--- config.mk ---
export PLATFORM = sky130hd
export DESIGN_NAME = sacr_regs
export DESIGN_NICKNAME = d
export VERILOG_FILES = /design/src/hw/sacr_regs.v
export VERILOG_INCLUDE_DIRS = /design/src /design/src/hw
export SDC_FILE = /design/constraint.sdc
export NUM_CORES = 1
export LEC_CHECK = 0
export BUFFER_PORTS_ARGS = -buffer_cell sky130_fd_sc_hd__buf_4
export CAP_MARGIN = 20
export CORE_MARGIN = 2
export CORE_UTILIZATION = 57
export CTS_CLUSTER_SIZE = 25
export DETAILED_ROUTE_END_ITERATION = 7
export PLACE_DENSITY = 0.86
export SYNTH_ARGS = -nofsm -noshare
export SYNTH_HDL_FRONTEND = slang
export SYNTH_SLANG_ARGS = --single-unit
--- constraint.sdc ---
create_clock -name i_clk -period 5.6 [get_ports i_clk]
set_input_delay 0.28 -clock i_clk [delete_from_list [all_inputs] [get_ports i_clk]]
set_output_delay 0.28 -clock i_clk [all_outputs]
set_load 0.05 [all_outputs]
--- src/hw/sacr_defines.vh ---
/*
 Constants for the sensor short-address and configuration-2 register block.
 Assumes inclusion by bare name from the design file.
*/
`ifndef SACR_DEFINES_VH
`define SACR_DEFINES_VH

`define SACR_OFS_CFG2          8'h05
`define SACR_OFS_NODE_ID       8'h06
`define SACR_CFG2_RESET        8'h80
`define SACR_NODE_ID_RESET     8'h00

`define SACR_BIT_OVERDRIVE     7
`define SACR_BIT_LOCK          0
`define SACR_SRC_HI            6
`define SACR_SRC_LO            5
`define SACR_ARB_HI            4
`define SACR_ARB_LO            3
`define SACR_HYST_HI           2
`define SACR_HYST_LO           1

`define SACR_SRC_HOST          2'h0
`define SACR_SRC_IO            2'h1
`define SACR_SRC_RES           2'h2
`define SACR_SRC_BOTH          2'h3

`define SACR_ARB_OFF           2'h0
`define SACR_ARB_RSVD          2'h1
`define SACR_ARB_SW            2'h2
`define SACR_ARB_FAST          2'h3

`define SACR_STAGGER_STEP_NS   1000
`define SACR_CLK_PERIOD_NS     10
`define SACR_STAGGER_STEP_CYC  (`SACR_STAGGER_STEP_NS / `SACR_CLK_PERIOD_NS)

`endif

--- src/hw/sacr_regs.v ---
/*
 Configuration-2 and short node address registers of a single-wire
 temperature sensor, with address source decode and conversion stagger.
 Assumes the bus protocol engine presents decoded scratchpad writes,
 commit strobes and reset events, all synchronous to i_clk.
*/
// Contract
// [RULE_01] Config bit 7 reports overdrive; 1 enabled, host writes never clear it.
// [RULE_02] Overdrive bit cleared only by a standard-speed reset pulse.
// [RULE_03] Bits 6:5 select address source: host, IO, resistor, or both.
// [RULE_04] New address source applied only when the field value changes.
// [RULE_05] Bits 4:3 select arbitration: off, reserved, software, fast.
// [RULE_06] Arbitration setting applies only during the address discovery command.
// [RULE_07] Bits 2:1 select alert hysteresis of 5, 10, 15, 20 degrees.
// [RULE_08] Lock bit 0 resets to zero and once set cannot be cleared.
// [RULE_09] Lock blocks writes to offset, alert limits, short address, configuration.
// [RULE_10] Short address register at offset 06h, 8 bits, reset 00h.
// [RULE_11] Commit stores short address to storage; power-on reloads it.
// [RULE_12] Decoded strap bits overlay restored value; other bits keep it.
// [RULE_13] Host writes to short address ignored unless source is 00b.
// [RULE_14] Source 0 uses the full register value unchanged.
// [RULE_15] Source 1 or 2: upper nibble stored, lower from IO or resistor.
// [RULE_16] Source 3: top two stored, next two strap lines 1:0, low four resistor.
// [RULE_17] Stacked conversion mode delays conversion start by short address.
// [RULE_18] Host writes all bytes and reads CRC before overdrive or lock apply.
// [RULE_19] Host keeps bus idle for resistor detect time after decode select.
// [RULE_20] Configuration-2 register at offset 05h, reset 80h.
// [RULE_21] Resistor to four-bit code decode is an external input.
`timescale 1ns/10ps
`default_nettype none
`include "sacr_defines.vh"

module sacr_regs
(
	input  wire        i_clk,
	input  wire        i_reset_n,
	input  wire        i_por_load,
	input  wire [7:0]  i_nv_cfg2,
	input  wire [7:0]  i_nv_node_id,
	input  wire        i_wr_en,
	input  wire [7:0]  i_wr_addr,
	input  wire [7:0]  i_wr_data,
	input  wire        i_frame_done,
	input  wire        i_std_reset_pulse,
	input  wire        i_commit,
	input  wire [3:0]  i_strap_lines,
	input  wire [3:0]  i_resistor_code,
	input  wire        i_discovery_active,
	input  wire        i_stacked_mode,
	input  wire        i_conv_request,
	input  wire [7:0]  i_rd_addr,
	output reg  [7:0]  o_rd_data,
	output reg  [7:0]  o_cfg2,
	output reg  [7:0]  o_node_id,
	output reg         o_nv_store,
	output reg  [7:0]  o_nv_cfg2,
	output reg  [7:0]  o_nv_node_id,
	output wire        o_lock_active,
	output wire [1:0]  o_arbitration_select,
	output wire [4:0]  o_hyst_deg_c,
	output wire        o_overdrive,
	output reg         o_conv_start,
	output wire        o_conv_busy
);

	reg  [7:0]  cfg2_ff;
	reg  [7:0]  nxt_cfg2;
	reg  [7:0]  node_ff;
	reg  [7:0]  nxt_node;
	reg  [7:0]  nv_node_ff;
	reg  [1:0]  src_prev_ff;
	reg         pend_od_ff;
	reg         nxt_pend_od;
	reg         pend_lock_ff;
	reg         nxt_pend_lock;
	reg  [15:0] stag_cnt_ff;
	reg  [15:0] nxt_stag_cnt;
	reg         stag_busy_ff;
	reg         nxt_stag_busy;
	reg         nxt_conv_start;

	// Scratchpad offset match, shared by write decode and read mux
	function sacr_hit;
		input [7:0] addr;
		input [7:0] ofs;
		begin
			sacr_hit = (addr == ofs);
		end
	endfunction

	wire [1:0]  src_sel   = cfg2_ff[`SACR_SRC_HI:`SACR_SRC_LO];
	wire        locked    = cfg2_ff[`SACR_BIT_LOCK];
	wire        wr_cfg    = i_wr_en & sacr_hit(i_wr_addr, `SACR_OFS_CFG2);
	wire        wr_node   = i_wr_en & sacr_hit(i_wr_addr, `SACR_OFS_NODE_ID);
	wire        cfg_open  = wr_cfg & ~locked;
	// Largest address times the step stays below 2^16, so the cut is safe
	wire [31:0] stag_prod = node_ff * `SACR_STAGGER_STEP_CYC;
	wire [15:0] stag_load = stag_prod[15:0];

	// Build the node address from a stored value and the strap inputs
	function [7:0] sacr_overlay;
		input [1:0] src;
		input [7:0] stored;
		input [3:0] io;
		input [3:0] res;
		begin
			case (src)
				`SACR_SRC_IO:   sacr_overlay = {stored[7:4], io};        // [RULE_15]
				`SACR_SRC_RES:  sacr_overlay = {stored[7:4], res};       // [RULE_15] [RULE_21]
				`SACR_SRC_BOTH: sacr_overlay = {stored[7:6], io[1:0], res}; // [RULE_16]
				default:        sacr_overlay = stored;                   // [RULE_14]
			endcase
		end
	endfunction

	// Hysteresis in degrees: five per code step, starting at five
	function [4:0] sacr_hyst_deg;
		input [1:0] code;
		begin
			sacr_hyst_deg = {1'b0, code, 2'b00} + {3'b000, code} + 5'd5;
		end
	endfunction

	// Configuration-2 next value
	always @*
	begin
		nxt_cfg2 = cfg2_ff;
		if (cfg_open)                                                    // [RULE_09]
		begin
			nxt_cfg2[6:1] = i_wr_data[6:1];                              // [RULE_03] [RULE_05] [RULE_07]
		end
		// Overdrive and lock only take hold once the frame closes with CRC read
		if (i_frame_done && pend_od_ff)                                  // [RULE_18]
		begin
			nxt_cfg2[`SACR_BIT_OVERDRIVE] = 1'b1;
		end
		if (i_frame_done && pend_lock_ff)
		begin
			nxt_cfg2[`SACR_BIT_LOCK] = 1'b1;                             // [RULE_08]
		end
		if (i_std_reset_pulse)
		begin
			nxt_cfg2[`SACR_BIT_OVERDRIVE] = 1'b0;                        // [RULE_02]
		end
	end

	// Pending marks: set by a write, consumed when the frame closes
	always @*
	begin
		nxt_pend_od   = pend_od_ff;
		nxt_pend_lock = pend_lock_ff;
		if (i_frame_done)
		begin
			nxt_pend_od   = 1'b0;
			nxt_pend_lock = 1'b0;
		end
		else if (cfg_open)
		begin
			nxt_pend_od   = i_wr_data[`SACR_BIT_OVERDRIVE];              // [RULE_01]
			nxt_pend_lock = i_wr_data[`SACR_BIT_LOCK];                   // [RULE_08]
		end
	end

	// Short address next value
	always @*
	begin
		nxt_node = node_ff;
		if (src_sel != src_prev_ff)                                      // [RULE_04]
		begin
			nxt_node = sacr_overlay(src_sel, nv_node_ff, i_strap_lines, i_resistor_code); // [RULE_12]
		end
		else if (wr_node && !locked && src_sel == `SACR_SRC_HOST)        // [RULE_13] [RULE_09]
		begin
			nxt_node = i_wr_data;
		end
	end

	// Stagger counter: short address times a fixed step
	always @*
	begin
		nxt_stag_cnt   = stag_cnt_ff;
		nxt_stag_busy  = stag_busy_ff;
		nxt_conv_start = 1'b0;
		if (i_conv_request && !stag_busy_ff)
		begin
			if (i_stacked_mode && node_ff != 8'h00)                      // [RULE_17]
			begin
				nxt_stag_cnt  = stag_load;
				nxt_stag_busy = 1'b1;
			end
			else
			begin
				nxt_conv_start = 1'b1;
			end
		end
		else if (stag_busy_ff)
		begin
			if (stag_cnt_ff == 16'h0001)
			begin
				nxt_stag_busy  = 1'b0;
				nxt_conv_start = 1'b1;
			end
			nxt_stag_cnt = stag_cnt_ff - 16'h0001;
		end
	end

	// Register state; a storage reload outranks any write in the same cycle
	always @(posedge i_clk)
	begin
		if (!i_reset_n)
		begin
			cfg2_ff      <= `SACR_CFG2_RESET;                            // [RULE_20]
			node_ff      <= `SACR_NODE_ID_RESET;                         // [RULE_10]
			src_prev_ff  <= `SACR_SRC_HOST;
			pend_od_ff   <= 1'b0;
			pend_lock_ff <= 1'b0;
		end
		else if (i_por_load)
		begin
			// Source field is not kept in storage; it restarts at host mode
			cfg2_ff      <= {i_nv_cfg2[7], 2'b00, i_nv_cfg2[4:0]};       // [RULE_11]
			node_ff      <= i_nv_node_id;                                // [RULE_11]
			src_prev_ff  <= `SACR_SRC_HOST;
			pend_od_ff   <= 1'b0;
			pend_lock_ff <= 1'b0;
		end
		else
		begin
			cfg2_ff      <= nxt_cfg2;
			node_ff      <= nxt_node;
			src_prev_ff  <= src_sel;
			pend_od_ff   <= nxt_pend_od;
			pend_lock_ff <= nxt_pend_lock;
		end
	end

	// Storage image: restored copy and commit outputs
	always @(posedge i_clk)
	begin
		if (!i_reset_n)
		begin
			nv_node_ff   <= `SACR_NODE_ID_RESET;
			o_nv_store   <= 1'b0;
			o_nv_cfg2    <= 8'h00;
			o_nv_node_id <= 8'h00;
		end
		else if (i_por_load)
		begin
			nv_node_ff   <= i_nv_node_id;
			o_nv_store   <= 1'b0;
		end
		else
		begin
			o_nv_store <= i_commit;
			if (i_commit)
			begin
				// Source field is never stored
				nv_node_ff   <= node_ff;                                 // [RULE_11]
				o_nv_node_id <= node_ff;
				o_nv_cfg2    <= {cfg2_ff[7], 2'b00, cfg2_ff[4:0]};
			end
		end
	end

	always @(posedge i_clk)
	begin
		if (!i_reset_n)
		begin
			stag_cnt_ff  <= 16'h0000;
			stag_busy_ff <= 1'b0;
			o_conv_start <= 1'b0;
		end
		else
		begin
			stag_cnt_ff  <= nxt_stag_cnt;
			stag_busy_ff <= nxt_stag_busy;
			o_conv_start <= nxt_conv_start;
		end
	end

	// Unmapped offsets read as zero
	always @*
	begin
		o_rd_data = 8'h00;
		if (sacr_hit(i_rd_addr, `SACR_OFS_CFG2))
		begin
			o_rd_data = cfg2_ff;
		end
		else if (sacr_hit(i_rd_addr, `SACR_OFS_NODE_ID))
		begin
			o_rd_data = node_ff;
		end
		o_cfg2    = cfg2_ff;
		o_node_id = node_ff;
	end

	assign o_lock_active = locked;                                       // [RULE_09]
	// Arbitration is masked to off outside the discovery command
	assign o_arbitration_select    = i_discovery_active ? cfg2_ff[`SACR_ARB_HI:`SACR_ARB_LO] : `SACR_ARB_OFF; // [RULE_06]
	assign o_hyst_deg_c  = sacr_hyst_deg(cfg2_ff[`SACR_HYST_HI:`SACR_HYST_LO]); // [RULE_07]
	assign o_overdrive   = cfg2_ff[`SACR_BIT_OVERDRIVE];
	// Busy lets the host see that a delayed start is still owed
	assign o_conv_busy   = stag_busy_ff;

endmodule
`default_nettype wire

=== After elaboration in Yosys (flattened, before gate mapping) ===
Cells that the tools add are included.

* Flip-flop bits (word level): 61
* Input bits: 58
* Output and inout port bits: 52
* Logic and storage cells: 80

* Add/sub/neg operators: 3
* $mul: 1
* Equality and inequality tests: 10
* Multiplexer cells: 25
* Bitwise logic cells: 6
* Reduce and logical (&&, ||, !) cells: 20

{| class="wikitable"
|+ Operators by type and width
! kind !! count
|-
| 8-bit 2-to-1 mux || 8
|-
| 16-bit 2-to-1 mux || 3
|-
| 8-bit by 3-bit == test with 1-bit output (second input constant) || 4
|-
| 6-bit one-hot mux with 3 select lines || 1
|-
| 16-bit by 1-bit == test with 1-bit output (second input constant) || 1
|-
| 16-bit by 1-bit subtractor with 16-bit output (second input constant) || 1
|-
| 8-bit by 5-bit multiplier with 13-bit output (second input constant) || 1
|-
| 1-bit 2-to-1 mux || 11
|-
| 2-bit nonzero test || 4
|-
| 8-bit nonzero test || 1
|-
| 1-bit logical AND || 6
|-
| 6-bit 2-to-1 mux || 1
|-
| 3-bit nonzero test || 2
|-
| 4-bit by 2-bit adder with 5-bit output || 1
|-
| 5-bit by 3-bit adder with 5-bit output (second input constant) || 1
|-
| 2-bit == test (second input constant) || 2
|-
| 2-bit AND reduction || 2
|-
| 1-bit AND || 3
|-
| 1-bit NOT || 3
|-
| 3-bit OR reduction || 1
|-
| 2-bit by 1-bit == test with 1-bit output (second input constant) || 1
|-
| 1-bit zero test || 2
|-
| 2-bit zero test || 1
|-
| 2-bit 2-to-1 mux || 1
|-
| other kinds (3) || 3
|}

=== Longest topological paths before layout ===
* Word-level depth: 7
* Depth in mapped cells: 12
* Depth with buffers taken out: 12

=== Least setup slack after synthesis ===
OpenSTA, ideal clock, no wires.

* Kind: register to register
* From: reg node_ff[3], in the netlist o_node_id[3]
* To: reg stag_cnt_ff[13]
* Setup time: 121 ps
* Data arrival time: 2970 ps
* Data required time: 5479 ps
* Slack: 2509 ps
* Stages on the path, launching flop included: 12
* Path buffers: 0
* Clock period less this slack: 3091 ps
* Path through: dfxtp_1 -> ha_1 -> ha_1 -> inv_1 -> fa_1 -> inv_1 -> ha_1 -> a21o_1 -> a21oi_1 -> a2111oi_0 -> nor3_1 -> nand2_1

* Word-level cells in the longest chain between the ends: 4

{| class="wikitable"
|+ RTL lines
! what !! RTL line !! text
|-
| from (decl) || sacr_regs.v:68 || <nowiki>reg [7:0] node_ff;</nowiki>
|-
| from (signal assigned) || sacr_regs.v:213 || <nowiki>node_ff <= `SACR_NODE_ID_RESET;</nowiki>
|-
| from (signal assigned) || sacr_regs.v:222 || <nowiki>node_ff <= i_nv_node_id;</nowiki>
|-
| from (signal assigned) || sacr_regs.v:230 || <nowiki>node_ff <= nxt_node;</nowiki>
|-
| branches (longest 4 deep; another with 8-bit by 5-bit multiplier with 13-bit output) || -- ||
|-
| to (signal assigned) || sacr_regs.v:275 || <nowiki>stag_cnt_ff <= nxt_stag_cnt;</nowiki>
|-
| to (decl) || sacr_regs.v:76 || <nowiki>reg [15:0] stag_cnt_ff;</nowiki>
|}

Several ways; the timed one is not identified. The select of a mux whose other input is x is not followed.
A chain may end at the register's enable or synchronous reset.

=== Worst setup path in the final report ===
* From: reg node_ff[4], in the netlist o_node_id[4]
* To: reg stag_cnt_ff[13]

The elaborated chain is that of the path after synthesis.

==> out/metrics.yaml <==
run_status:
  outcome: "finished clean"
pwr:
  p_leak_nw: 2.23
  ir_worst_vdd_uv: 154
  p_per_area_nw_per_um2: 264
sta:
  finalWorstSetupSlack_ps: 2510
  finalSetupViolations: 0
  tightest_slew_ps: 898
  hold_viol: 0
  grt_setup_unrepaired: "false"
  setup-tns-final_ps: 0
  fin_worst_skew_ps: 8.05
  slew_violations: 0
  timing.fmax_mhz: 324
  slew_headroom_pct: 40.0
  fin_crit_sh_pct: 55.1
  period_needed_ps: 3090
die:
  fp.dieArea_um2: 7550
  core_region_area_um2: 6720
  dieHeight_um: 86.9
  ios: 110
  fp.dieW_um: 86.9
  start_util_pct: 58.3
  rows: 30
clock_network:
  cts.sinks: 61
  cts-root-buf: "clkbuf_8"
  clk_latency_ps: 360
  post-cts-setup-buffer-count: 0
  cts_tree: "yes"
  cts_hold_buffers: 0
  clk_pin_slew_ps: 70
  ctsResizeCount: 0
  htreeDepth: 3
  clk_path_buf_depth: 2
  cts_buffers: 9
yosys:
  synth_flop_cell: "dfxtp_1"
  synthesis.area_um2: 3920
  ys_warn_count: 0
  avgSynthCellArea_um2: 8.69
  ys_types: 63
  yosysSeqAreaShare_pct: 31.2
  postSynthCellCount: 451
  synth-seq-cells: 61
  synth-async-reset-ratio_pct: 0
  synth-edff-count: 0
global_route:
  grt_usage_pct: 28.1
  grt_max_degree: 46
  grt_pass1_wl_mm: 16.7
  grt-ovfl-total: 0
  grt_pass1_vias: 3459
  antenna_found_initial: 0
route:
  routedWlPerCell_um: 17.3
  antenna_left: 0
  vias: 3885
  drc_errors: 0
  routed_via_density: 6.20
  dr.pass1.iters: 5
  routed_wl_mm: 10.8
  drtIter0Drc: 285
setup_path:
  criticalPathCategory: "flop to flop"
  cp-start-kind: "flop"
  cp_max_fo: 8
  cp-end-kind: "flop"
  cp_data_arrival_time_ps: 3330
  required_ps: 5850
layout:
  layout.nets: 640
  drive_gt1_share_pct: 26.0
  diodes: 0
  area_growth_pct: 24.9
  fill_cells: 511
placement:
  pre_cts_slack_ps: 2520
  gp_congestion: 0.911
  dp_hpwl_mm: 7.85
  port_buffers: 105
job:
  cap_violations: 0
hold_path:
  min-delay-path-class: "primary input to flop"
[synth_stat cells, drive strengths merged, types with 3 or more instances]
library cell	instances	area, um^2
dfxtp	61	1220
nand2	58	218
ha	37	463
a21oi	30	150
mux2i	25	250
inv	23	86.3
nor2	20	82.6
o21ai	19	95.1
buf	16	97.6
nand3	14	70.1
clkbuf	12	45.0
a211oi	9	82.6
a22o	8	70.1
nor3	8	40.0
a21boi	7	52.6
nand4	6	52.6
nor2b	6	37.5
nor4	6	65.1
o22ai	6	37.5
xnor2	6	52.6
a31o	5	43.8
a31oi	4	25.0
and3	4	25.0
nand2b	4	25.0
o31ai	4	30.0
a32oi	3	26.3
and2	3	18.8
fa	3	60.1
mux2	3	33.8
nand3b	3	22.5
o211a	3	30.0
o221ai	3	26.3
or3	3	18.8
xor2	3	26.3
[registers in the layout, indices dropped and copies added (netlist names), 2 cells and up]
register      flops
o_cfg2            8
o_nv_cfg2         6
stag_cnt_ff      16
src_prev_ff       2
o_nv_node_id      8
o_node_id         8
nv_node_ff        8
[report_power, final]
group          leakage [nW]  internal [mW]  switching, mW  total [mW]
clock network         0.106          0.241          0.182       0.423
registers             0.501          0.465         0.0466       0.511
logic                  1.63          0.140          0.216       0.357
[critical path: stages, from the launching register on]
cell	delay, ps
dfxtp_1	580
ha_1	320
ha_1	280
inv_1	60
fa_1	490
inv_1	40
ha_1	360
a21o_1	180
a21oi_1	250
a2111oi_0	150
nor3_1	210
nand2_1	70
[through the flow]
| stage | utilization, % | area [um^2] | total power [mW] | hold slack, ps | cells |
|---|---|---|---|---|---|
| floorplan | - | 3920 | 0.761 | 359 | 452 |
| global placement | 69.6 | 4680 | 0.857 | 445 | 610 |
| detailed placement | 69.6 | 4680 | 0.871 | 448 | 610 |
| CTS | 72.7 | 4890 | 1.29 | 121 | 626 |
| global route | 72.8 | 4890 | 1.35 | 128 | 627 |
| finish | 72.8 | 4890 | 1.29 | 133 | 627 |
[placed cells by master, fill, tap and decap left out, types with 3 or more instances in the layout]
cell,Yosys,routed
nand2b_1,4,4
a211oi_2,3,3
a31oi_1,4,4
xnor2_1,6,6
dfxtp_1,61,61
xor2_1,3,3
mux2i_1,25,25
a22o_1,8,8
nor2b_1,6,6
nand2_1,58,58
a32oi_1,3,3
nor3_1,8,8
and3_1,4,4
nand3_1,14,14
o211a_1,3,3
a21oi_1,30,30
ha_1,37,37
o221ai_1,3,3
nor2_1,19,19
mux2_2,3,3
inv_1,23,23
nand3b_1,3,3
o21ai_0,19,19
o22ai_1,6,6
and2_1,3,3
o31ai_1,4,4
clkbuf_8,0,12
buf_4,5,107
a21boi_0,7,7
a211oi_1,6,6
fa_1,3,3
or3_1,3,3
nor4_1,3,3
a31o_2,3,3
nand4_1,5,5
[cell families after synthesis]
logic type / Yosys count / synth area share, %
adder cells (fa/ha/maj): 40 / 13.3
buffers and inverters: 52 / 5.94
flip-flops: 61 / 31.2
XOR/XNOR: 9 / 2.01
AND/OR/NAND/NOR: 143 / 19.4
other: 1 / 0.0957
multiplexers: 28 / 7.25
AO/OA/AOI/OAI: 117 / 20.8
[metal layers]
layer	vias up	wire length [um]	track usage, %
li1	1823	-	-
met2	176	5390	46.9
met4	0	236	11.8
met5	-	0	0
met3	22	687	4.08
met1	1864	4520	36.3
[cell type report]
| cell class | instances | area (um^2) | area share (%) |
|---|---|---|---|
| multi-input cells | 339 | 2470 | 50.4 |
| flip-flops and latches | 61 | 1220 | 24.9 |
| repair buffers | 107 | 803 | 16.4 |
| clock buffers | 13 | 169 | 3.45 |
| well taps | 80 | 100 | 2.04 |
| inverters | 24 | 90.1 | 1.84 |
| clock inverters | 3 | 42.5 | 0.869 |
[worst paths after layout]
| check | startpoint | to | slack (ps) | depth (start not counted) |
|---|---|---|---|---|
| max | o_node_id[4]$_SDFFE_PN0P_ | stag_cnt_ff[13]$_SDFFE_PN0P_ | 2510 | 11 |
| min | i_frame_done | pend_lock_ff$_SDFFE_PP0P_ | 130 | 2 |
| max reg2reg | o_node_id[4]$_SDFFE_PN0P_ | stag_cnt_ff[13]$_SDFFE_PN0P_ | 2510 | 11 |
| min reg2reg | o_nv_cfg2[7]$_SDFFE_PN0P_ | o_nv_cfg2[7]$_SDFFE_PN0P_ | 460 | 2 |
Note: power is estimated with default switching activity, not from simulation.
